==> src/core/stsu_regs.vh <==
// Constants for the status, trigger and self test unit.
// Assumes one 100 MHz clock shared with the command parser and module bus.
`ifndef STSU_REGS_VH
`define STSU_REGS_VH
// ----------------------------------------------------------------
// Command codes from the parser
// ----------------------------------------------------------------
`define STSU_C_RST 4'h0
`define STSU_C_SREW 4'h1
`define STSU_C_SREQ 4'h2
`define STSU_C_STBQ 4'h3
`define STSU_C_TRG 4'h4
`define STSU_C_GET 4'h5
`define STSU_C_INIT 4'h6
`define STSU_C_CON 4'h7
`define STSU_C_COFF 4'h8
`define STSU_C_TST 4'h9
`define STSU_C_WAI 4'hA
`define STSU_C_OPC 4'hB
// ----------------------------------------------------------------
// Status byte bit positions and resets
// ----------------------------------------------------------------
`define STSU_B_OPERATION_SUMMARY 7
`define STSU_B_MSS 6
`define STSU_B_ESB 5
`define STSU_B_MAV 4
`define STSU_B_QUESTIONABLE_SUMMARY 3
`define STSU_B_ERRQ 2
`define STSU_SRE_RST 8'h00
`define STSU_SRE_WMASK 8'hBF
`define STSU_LVL_ZERO 16'h0000
// ----------------------------------------------------------------
// Module bus operations and self test layout
// ----------------------------------------------------------------
`define STSU_OP_OFF 4'h0
`define STSU_OP_PMAX 4'h1
`define STSU_OP_MEAS 4'h2
`define STSU_OP_ZERO 4'h3
`define STSU_OP_RNEG 4'h4
`define STSU_OP_NMAX 4'h5
`define STSU_OP_RPOS 4'h6
`define STSU_STEP_LAST 4'h9
`define STSU_ADDR_FIRST 5'h01
`define STSU_ADDR_LAST 5'h1F
`endif

==> src/core/stsu_core.v <==
// Status byte, service request, trigger, self test and wait sequencing.
// Assumes a command parser, status sources and the module bus master
// all run on clk, so no input needs a synchroniser.
//
// Contract
// - Reset command zeroes setpoints, output off.
// - Reset command clears latched protection state.
// - Enable mask accepts 0..255, bit 6 ignored.
// - Summary bit is OR of enabled status.
// - Status byte bit layout as defined.
// - Mask query returns current mask.
// - Status query returns summary, clears nothing.
// - Serial poll returns request flag, clears it.
// - Armed trigger loads trigger levels, disarms.
// - Continuous arming re-arms after each trigger.
// - Triggers act only when addressed listener.
// - Self test runs the relay level sequence.
// - Self test errors set supply questionable flags.
// - Test answer zero or failing supply addresses.
// - Wait command holds commands until idle.
// - All settings volatile, lost at power loss.
// - Completion command flags when all done.
// - Single arm allows exactly one trigger.
// - Reset command turns continuous arming off.
`timescale 1ns/1ps
`include "stsu_regs.vh"

module stsu_core (
    // Clock and reset
    input wire clk,
    input wire rst_n,
    // Command port
    input wire cmd_valid,
    input wire [3:0] cmd_code,
    input wire [7:0] cmd_data,
    output reg cmd_ready_q,
    input wire listen_i,
    // Status sources
    input wire operation_summary,
    input wire event_summary_bit,
    input wire message_waiting,
    input wire questionable_summary,
    input wire error_queue_nonempty,
    input wire level_busy,
    // Serial poll
    input wire spoll_req,
    output reg poll_valid_q,
    output reg [7:0] poll_data_q,
    // Query answers
    output reg rsp_valid_q,
    output reg [7:0] rsp_data_q,
    output reg rsp_last_q,
    // Trigger levels and output control
    input wire [15:0] trigger_voltage_level,
    input wire [15:0] trigger_current_level,
    output reg [15:0] volt_set_q,
    output reg [15:0] curr_set_q,
    output reg output_switch_q,
    output reg prot_clr_q,
    // Register and flag view
    output reg [7:0] sre_q,
    output reg [7:0] stb_q,
    output reg service_request_flag_q,
    output reg trigger_armed_flag_q,
    output reg continuous_arming_q,
    output reg opc_done_q,
    // Module bus
    input wire [31:0] sup_present,
    output reg mb_req_q,
    output reg [3:0] mb_op_q,
    output reg [4:0] mb_addr_q,
    input wire mb_ack,
    input wire mb_err,
    input wire questionable_summary_clr,
    input wire [4:0] questionable_summary_clr_addr,
    output reg [31:0] questionable_summary_flags_q
);

    // ----------------------------------------------------------------
    // Self test states
    // ----------------------------------------------------------------
    localparam [1:0] T_IDLE = 2'b00;
    localparam [1:0] T_ISSUE = 2'b01;
    localparam [1:0] T_WAIT = 2'b10;
    localparam [1:0] T_REPORT = 2'b11;

    reg [1:0] t_state_q;
    reg [3:0] step_q;
    reg [4:0] addr_q;
    reg any_fail_q;
    reg wait_q;
    reg opc_pend_q;
    wire take;
    wire trig_take;
    wire master_summary;
    wire poll_take;

    // A command is taken only while ready was offered.
    assign take = cmd_valid && cmd_ready_q;
    assign trig_take = take && listen_i &&
        (cmd_code == `STSU_C_TRG || cmd_code == `STSU_C_GET);
    assign master_summary = |({operation_summary, event_summary_bit, message_waiting,
        questionable_summary, error_queue_nonempty} &
        {sre_q[`STSU_B_OPERATION_SUMMARY], sre_q[`STSU_B_ESB], sre_q[`STSU_B_MAV],
        sre_q[`STSU_B_QUESTIONABLE_SUMMARY], sre_q[`STSU_B_ERRQ]});
    assign poll_take = spoll_req;

    // Maps a self test step onto a module bus operation.
    function [3:0] step_op;
        input [3:0] s;
        begin
            case (s)
                4'h0: step_op = `STSU_OP_OFF;
                4'h1: step_op = `STSU_OP_PMAX;
                4'h2: step_op = `STSU_OP_MEAS;
                4'h3: step_op = `STSU_OP_ZERO;
                4'h4: step_op = `STSU_OP_MEAS;
                4'h5: step_op = `STSU_OP_RNEG;
                4'h6: step_op = `STSU_OP_NMAX;
                4'h7: step_op = `STSU_OP_MEAS;
                4'h8: step_op = `STSU_OP_ZERO;
                default: step_op = `STSU_OP_RPOS;
            endcase
        end
    endfunction

    // ----------------------------------------------------------------
    // Status byte and service request
    // ----------------------------------------------------------------
    // The request flag is a rising-summary latch; a new reason arriving in
    // the poll cycle sets it again, so no request is ever lost.
    always @(posedge clk or negedge rst_n)
    begin
        if (!rst_n)
        begin
            stb_q <= 8'h00;
            service_request_flag_q <= 1'b0;
            poll_valid_q <= 1'b0;
            poll_data_q <= 8'h00;
        end
        else
        begin
            stb_q <= {operation_summary, master_summary, event_summary_bit, message_waiting,
                questionable_summary, error_queue_nonempty, 2'b00};
            poll_valid_q <= poll_take;
            if (poll_take)
                poll_data_q <= {stb_q[7], service_request_flag_q, stb_q[5:0]};
            if (master_summary && !stb_q[`STSU_B_MSS])
                service_request_flag_q <= 1'b1;
            else if (poll_take)
                service_request_flag_q <= 1'b0;
        end
    end

    // ----------------------------------------------------------------
    // Per-supply questionable flags
    // ----------------------------------------------------------------
    genvar gi;
    generate
        for (gi = 0; gi < 32; gi = gi + 1)
        begin : g_questionable_summary
            // Errors found during the test win over a same-cycle host clear.
            always @(posedge clk or negedge rst_n)
            begin
                if (!rst_n)
                    questionable_summary_flags_q[gi] <= 1'b0;
                else if (t_state_q == T_WAIT && mb_ack && mb_err && addr_q == gi)
                    questionable_summary_flags_q[gi] <= 1'b1;
                else if (questionable_summary_clr && questionable_summary_clr_addr == gi)
                    questionable_summary_flags_q[gi] <= 1'b0;
            end
        end
    endgenerate

    // ----------------------------------------------------------------
    // Commands, trigger, wait and completion
    // ----------------------------------------------------------------
    // volatile settings
    // Every setting lives in flip-flops and returns to its default at reset.
    always @(posedge clk or negedge rst_n)
    begin
        if (!rst_n)
        begin
            sre_q <= `STSU_SRE_RST;
            volt_set_q <= `STSU_LVL_ZERO;
            curr_set_q <= `STSU_LVL_ZERO;
            output_switch_q <= 1'b0;
            prot_clr_q <= 1'b0;
            trigger_armed_flag_q <= 1'b0;
            continuous_arming_q <= 1'b0;
            wait_q <= 1'b0;
            opc_pend_q <= 1'b0;
            opc_done_q <= 1'b0;
        end
        else
        begin
            prot_clr_q <= 1'b0;
            opc_done_q <= 1'b0;
            if (take && cmd_code == `STSU_C_WAI)
                wait_q <= 1'b1;
            else if (!level_busy)
                wait_q <= 1'b0;
            if (take && cmd_code == `STSU_C_OPC)
                opc_pend_q <= 1'b1;
            else if (opc_pend_q && !level_busy)
            begin
                opc_pend_q <= 1'b0;
                opc_done_q <= 1'b1;
            end
            if (take && cmd_code == `STSU_C_RST)
            begin
                volt_set_q <= `STSU_LVL_ZERO;
                curr_set_q <= `STSU_LVL_ZERO;
                output_switch_q <= 1'b0;
                prot_clr_q <= 1'b1;
                continuous_arming_q <= 1'b0;
                trigger_armed_flag_q <= 1'b0;
            end
            if (take && cmd_code == `STSU_C_SREW)
                sre_q <= cmd_data & `STSU_SRE_WMASK;
            if (take && cmd_code == `STSU_C_INIT)
                trigger_armed_flag_q <= 1'b1;
            if (take && cmd_code == `STSU_C_CON)
            begin
                continuous_arming_q <= 1'b1;
                trigger_armed_flag_q <= 1'b1;
            end
            if (take && cmd_code == `STSU_C_COFF)
                continuous_arming_q <= 1'b0;
            if (trig_take && trigger_armed_flag_q)
            begin
                volt_set_q <= trigger_voltage_level;
                curr_set_q <= trigger_current_level;
                trigger_armed_flag_q <= continuous_arming_q;
            end
        end
    end

    // ----------------------------------------------------------------
    // Self test sequencer, query answers and command ready
    // ----------------------------------------------------------------
    // Supplies are tested one after another; the host sees no ready until
    // the whole report has gone out, which keeps answers in order.
    always @(posedge clk or negedge rst_n)
    begin
        if (!rst_n)
        begin
            t_state_q <= T_IDLE;
            step_q <= 4'h0;
            addr_q <= `STSU_ADDR_FIRST;
            any_fail_q <= 1'b0;
            mb_req_q <= 1'b0;
            mb_op_q <= `STSU_OP_OFF;
            mb_addr_q <= 5'h00;
            rsp_valid_q <= 1'b0;
            rsp_data_q <= 8'h00;
            rsp_last_q <= 1'b0;
            cmd_ready_q <= 1'b0;
        end
        else
        begin
            rsp_valid_q <= 1'b0;
            rsp_last_q <= 1'b0;
            mb_req_q <= 1'b0;
            cmd_ready_q <= (t_state_q == T_IDLE) && !wait_q && !(take &&
                (cmd_code == `STSU_C_WAI || cmd_code == `STSU_C_TST));
            if (take && cmd_code == `STSU_C_SREQ)
            begin
                rsp_valid_q <= 1'b1;
                rsp_data_q <= sre_q;
                rsp_last_q <= 1'b1;
            end
            if (take && cmd_code == `STSU_C_STBQ)
            begin
                rsp_valid_q <= 1'b1;
                rsp_data_q <= stb_q;
                rsp_last_q <= 1'b1;
            end
            case (t_state_q)
                T_IDLE:
                begin
                    if (take && cmd_code == `STSU_C_TST)
                    begin
                        t_state_q <= T_ISSUE;
                        step_q <= 4'h0;
                        addr_q <= `STSU_ADDR_FIRST;
                        any_fail_q <= 1'b0;
                    end
                end
                T_ISSUE:
                begin
                    if (sup_present[addr_q])
                    begin
                        mb_req_q <= 1'b1;
                        mb_op_q <= step_op(step_q);
                        mb_addr_q <= addr_q;
                        t_state_q <= T_WAIT;
                    end
                    else if (addr_q == `STSU_ADDR_LAST)
                    begin
                        addr_q <= `STSU_ADDR_FIRST;
                        t_state_q <= T_REPORT;
                    end
                    else
                        addr_q <= addr_q + 5'h01;
                end
                T_WAIT:
                begin
                    if (mb_ack)
                    begin
                        t_state_q <= T_ISSUE;
                        if (step_q != `STSU_STEP_LAST)
                            step_q <= step_q + 4'h1;
                        else
                        begin
                            step_q <= 4'h0;
                            if (addr_q == `STSU_ADDR_LAST)
                            begin
                                addr_q <= `STSU_ADDR_FIRST;
                                t_state_q <= T_REPORT;
                            end
                            else
                                addr_q <= addr_q + 5'h01;
                        end
                    end
                end
                T_REPORT:
                begin
                    if (questionable_summary_flags_q[addr_q])
                    begin
                        rsp_valid_q <= 1'b1;
                        rsp_data_q <= {3'b000, addr_q};
                        any_fail_q <= 1'b1;
                    end
                    if (addr_q == `STSU_ADDR_LAST)
                    begin
                        rsp_last_q <= 1'b1;
                        if (!questionable_summary_flags_q[addr_q] && !any_fail_q)
                        begin
                            rsp_valid_q <= 1'b1;
                            rsp_data_q <= 8'h00;
                        end
                        t_state_q <= T_IDLE;
                    end
                    else
                        addr_q <= addr_q + 5'h01;
                end
                default:
                    t_state_q <= T_IDLE;
            endcase
        end
    end

endmodule // stsu_core

==> config.mk <==
export PLATFORM = sky130hd
export DESIGN_NAME = stsu_core
export DESIGN_NICKNAME = d
export VERILOG_FILES = /design/src/core/stsu_core.v
export VERILOG_INCLUDE_DIRS = /design/src /design/src/core
export SDC_FILE = /design/constraint.sdc
export NUM_CORES = 1
export LEC_CHECK = 0
export BUFFER_PORTS_ARGS = -buffer_cell sky130_fd_sc_hd__buf_2
export CELL_PAD_IN_SITES_DETAIL_PLACEMENT = 1
export CELL_PAD_IN_SITES_GLOBAL_PLACEMENT = 1
export CORE_MARGIN = 5
export CORE_UTILIZATION = 30
export CTS_BUF_LIST = sky130_fd_sc_hd__clkbuf_8
export DETAILED_ROUTE_END_ITERATION = 10
export PLACE_DENSITY = 0.69
export SYNTH_ARGS = -nofsm -noshare
export SYNTH_HDL_FRONTEND = slang
export SYNTH_SLANG_ARGS = --single-unit
==> constraint.sdc <==
create_clock -name clk -period 6.95 [get_ports clk]
set_input_delay 1.39 -clock clk [delete_from_list [all_inputs] [get_ports clk]]
set_output_delay 1.39 -clock clk [all_outputs]
set_load 0.02 [all_outputs]
==> summary.md <==
| Metric | Value |
|---|---|
| Status | completed |
| CTS tree | yes |
| Routed vias | 5,225 |
| Initial antenna violation count | 0 |
| GRT Overall Usage | 0.1627 |
| Sw frac | 0.4082 |
| Final hold violation count | 0 |
| Post-synth top cells | 122 x dfrtp_1, 110 x o21ai_0, 107 x nand2_1, 24 x clkbuf_1, 20 x nor2_1 |
| Hold path depth | 2 |
| Iteration-0 DRC count of the detailed router | 221 |
| Final WL | ~19 mm |
| Clock power share | 0.239 |
| CP Data Required Time | roughly 7.3 ns |
| Syn Inst Count | slightly below 600 |
| Die W | approximately 150 microns |
| Hold buffers post-CTS | 0 |
| RSZ-0062 raised after global routing | false |
| Synth Area per Inst | 10.27 sq um |
| Top-count cell post-synth | dfrtp_1 |
| GR Overflow Total | 0 |
| Worst setup path startpoint | cmd_code[2] |
| EDFF count, synth | 0 |
| Synth unique cells | 58 |
| Worst hold path type | flop to flop |
| VDD IR-drop max | approximately 170 uV |
| Overall Power | 2.578 mW |
| Clock skew | between 0.02 and 0.025 ns |
| # DRC | 0 |
| Number of buffers created by CTS | 17 |
| Die Y-Extent | approximately 150 microns |
| Clk slew on worst S/H paths | ~0.080 ns |
| Critical path class | input port to flop |
| Mapped cell area | ~6000 sq um |
| Root buffer cell | clkbuf_8 |
| Final min period | roughly 3 ns |
| Core area | roughly 20,000 sq um |
| Share of layout cells above drive strength 1 | 0.3580 |
| Setup tns final | 0 ns |
| Vias per std cell | around 5 |
| Leakage | between 3 and 4 nW |
| Register area share after synthesis | 0.5092 |
| Post-synthesis xor/xnor area fraction | 0.001448 |
| Reg2reg path depth | 6 |
| Synth top area cells | dfrtp_1 50%, o21ai_0 9.1%, nand2_1 6.6%, mux4_2 5.2%, mux2_2 3.5% |
| Min-delay src | opc_pend_q |
| Prevailing post-synth register cell | dfrtp_1 |
| Final setup violation count | 0 |
| H-tree lvl count | 4 |
| N_diodes | 0 |
| DP Wirelength | 14.04 mm |
| Rel. slew slack | 0.2647 |
| F_max | approximately 0.33 GHz |
| Final worst path period share | 0.4407 |
| Combinational share of power | 0.362 |
| Net switching power | roughly 1.1 mW |
| Nets | 893 |
| Post-DR wirelength/cell | between 15 and 20 microns |
| Yosys warnings | 0 |
| Clock tree buffer depth | 2 |
| Post-cts resize count | 0 |
| Crit path max fanout | 8 |
| Die area | around 23,000 sq um |
| Actual slew at the worst max-slew pin | 1.100 ns |
| Clk_lat worst skew | 0.45 ns |
| Pwr/cell area | 337.6 nW/um^2 |
| Clock Sinks | ~120 |
| Post-CTS Setup Bufs | 0 |
| Synth Area in Adders | 0.03104 |
| Synth Area in Simple Gates | 0.1442 |
| I/O pins | ~210 |
| Post-route ant nets | 0 |
| Critical R2R Launch | addr_q[0] |
| Global placement routability congestion | between 0.8 and 0.9 |
| First-pass GRT wire length | about 31 mm |
| # rows | 52 |
| P_int | roughly 1.5 mW |
| Area growth, synth to finish | 26.28% |
| Initial Util | 0.3018 |
| Largest net degree at the start of global routing | 67 |
| Max-slew violation count | 0 |
| Post-DP Area | 7259 sq um |
| Startpoint type of the worst setup path | input port |
| Critical Path AT | 3.38 ns |
| Post-layout util | 0.3811 |
| Largest family of logic cells by synthesized area | compound AO/OA/AOI/OAI gates |
| Vias in the first global route | 5,618 |
| Seq pwr share | 0.399 |
| Design Area, Final | 7636 sq um |
| Post-synthesis compound-gate area fraction | 0.1539 |
| Flops & latches, synth | between 100 and 150 |
| Multiplexer area fraction after synthesis | 0.1165 |
| CP endpoint kind | flop |
| Top cell type's share of synthesized area | 0.5049 |
| Fraction of registers with async set/reset | 1.000 |
| Max Cap Violations | 0 |
| 1st-pass router iterations | 4 |
| # port buffers | roughly 200 |
| Post-synth top area cell | dfrtp_1 |
## through the flow
stage                     hold slack, ns  setup WS [ns]  instances
after floorplan                   0.4376          3.966        595
after global placement            0.4512          3.491       1034
after detailed placement          0.4646          3.403       1034
after CTS                         0.4851          3.891       1066
after global routing              0.5036          3.740       1066
final                             0.4809          3.887       1066
## worst paths after layout
kind | slack [ns] | end
worst min register to register | 0.48 | opc_pend_q
worst max register to register | 3.97 | addr_q[2]
min in group asynchronous | 1.04 | volt_set_q[14]
worst max-delay path | 3.89 | step_q[3]
max in group asynchronous | 4.60 | questionable_summary_flags_q[9]
worst min-delay path | 0.48 | opc_pend_q
## per-layer routing
layer	GRT usage	up-vias	routed length (microns)
met4	0.03125	0	182
met1	0.2137	2590	8524
met5	0	-	0
met2	0.2699	162	9112
li1	-	2456	-
met3	0.04778	17	996
## power groups by stage
stage          registers, mW  logic, mW  clock network, mW
2_1_floorplan           1.11      0.562                  0
3_3_place_gp            1.04      0.926                  0
3_5_place_dp            1.05      0.947                  0
4_1_cts                 1.03      0.950              0.640
5_1_grt                 1.06       1.03              0.673
6_report                1.03      0.933              0.616
## sequential cells by signal, summed over array words and instances (netlist names), 2 cells and up
register and cells:
mb_op_q 3, sre_q 7, poll_data_q 6, questionable_summary_flags_q 32
mb_addr_q 5, curr_set_q 16, addr_q 5, stb_q 6
step_q 4, volt_set_q 16, rsp_data_q 8, t_state_q 2
## cells by family (layout without fill, tap and decap cells)
logic type	count (synthesis)	in the layout
and+or+nand+nor	186	186
AOI/OAI and AO/OA	161	161
DFF	123	123
buffers and inverters	53	254
muxes	49	49
adders and majority gates	15	15
other	1	7
xor gates and xnor gates	1	1
## critical path, stage by stage
cell and delay (ns):
buf_2 0.14, and4b_1 0.33, nand2_1 0.09, o21ai_0 0.34, a21boi_2 0.41, o21ai_0 0.31
o21ai_0 0.26, o31ai_1 0.10
## cell type report
cell class	instances	area, sq um
clock buffer	17	234.0
clock inverter	15	142.6
fill	2408	12400
inverter	17	63.81
multi-input combinational	419	2743
sequential	123	3079
tap	270	337.8
timing repair buffer	205	1036
## cells in the final DEF (no fill, tap or decap), types with 3 or more instances in the layout
cell type,n
nand3_1,14
clkinvlp_4,3
o2bb2ai_1,3
buf_2,201
nor2b_1,4
a21oi_1,18
nand4_1,4
nand2_1,107
nand2b_1,9
o21ai_0,110
conb_1,7
mux2_2,19
o31ai_1,4
ha_1,15
and2_1,3
clkinv_4,5
nor2_1,20
inv_1,18
inv_6,3
mux2i_1,13
mux4_2,14
and3_1,3
mux2_4,3
clkbuf_8,17
nor3b_1,3
buf_4,4
or2_2,3
nand3b_1,5
dfrtp_1,122
Power figures use the tool's default switching activity.
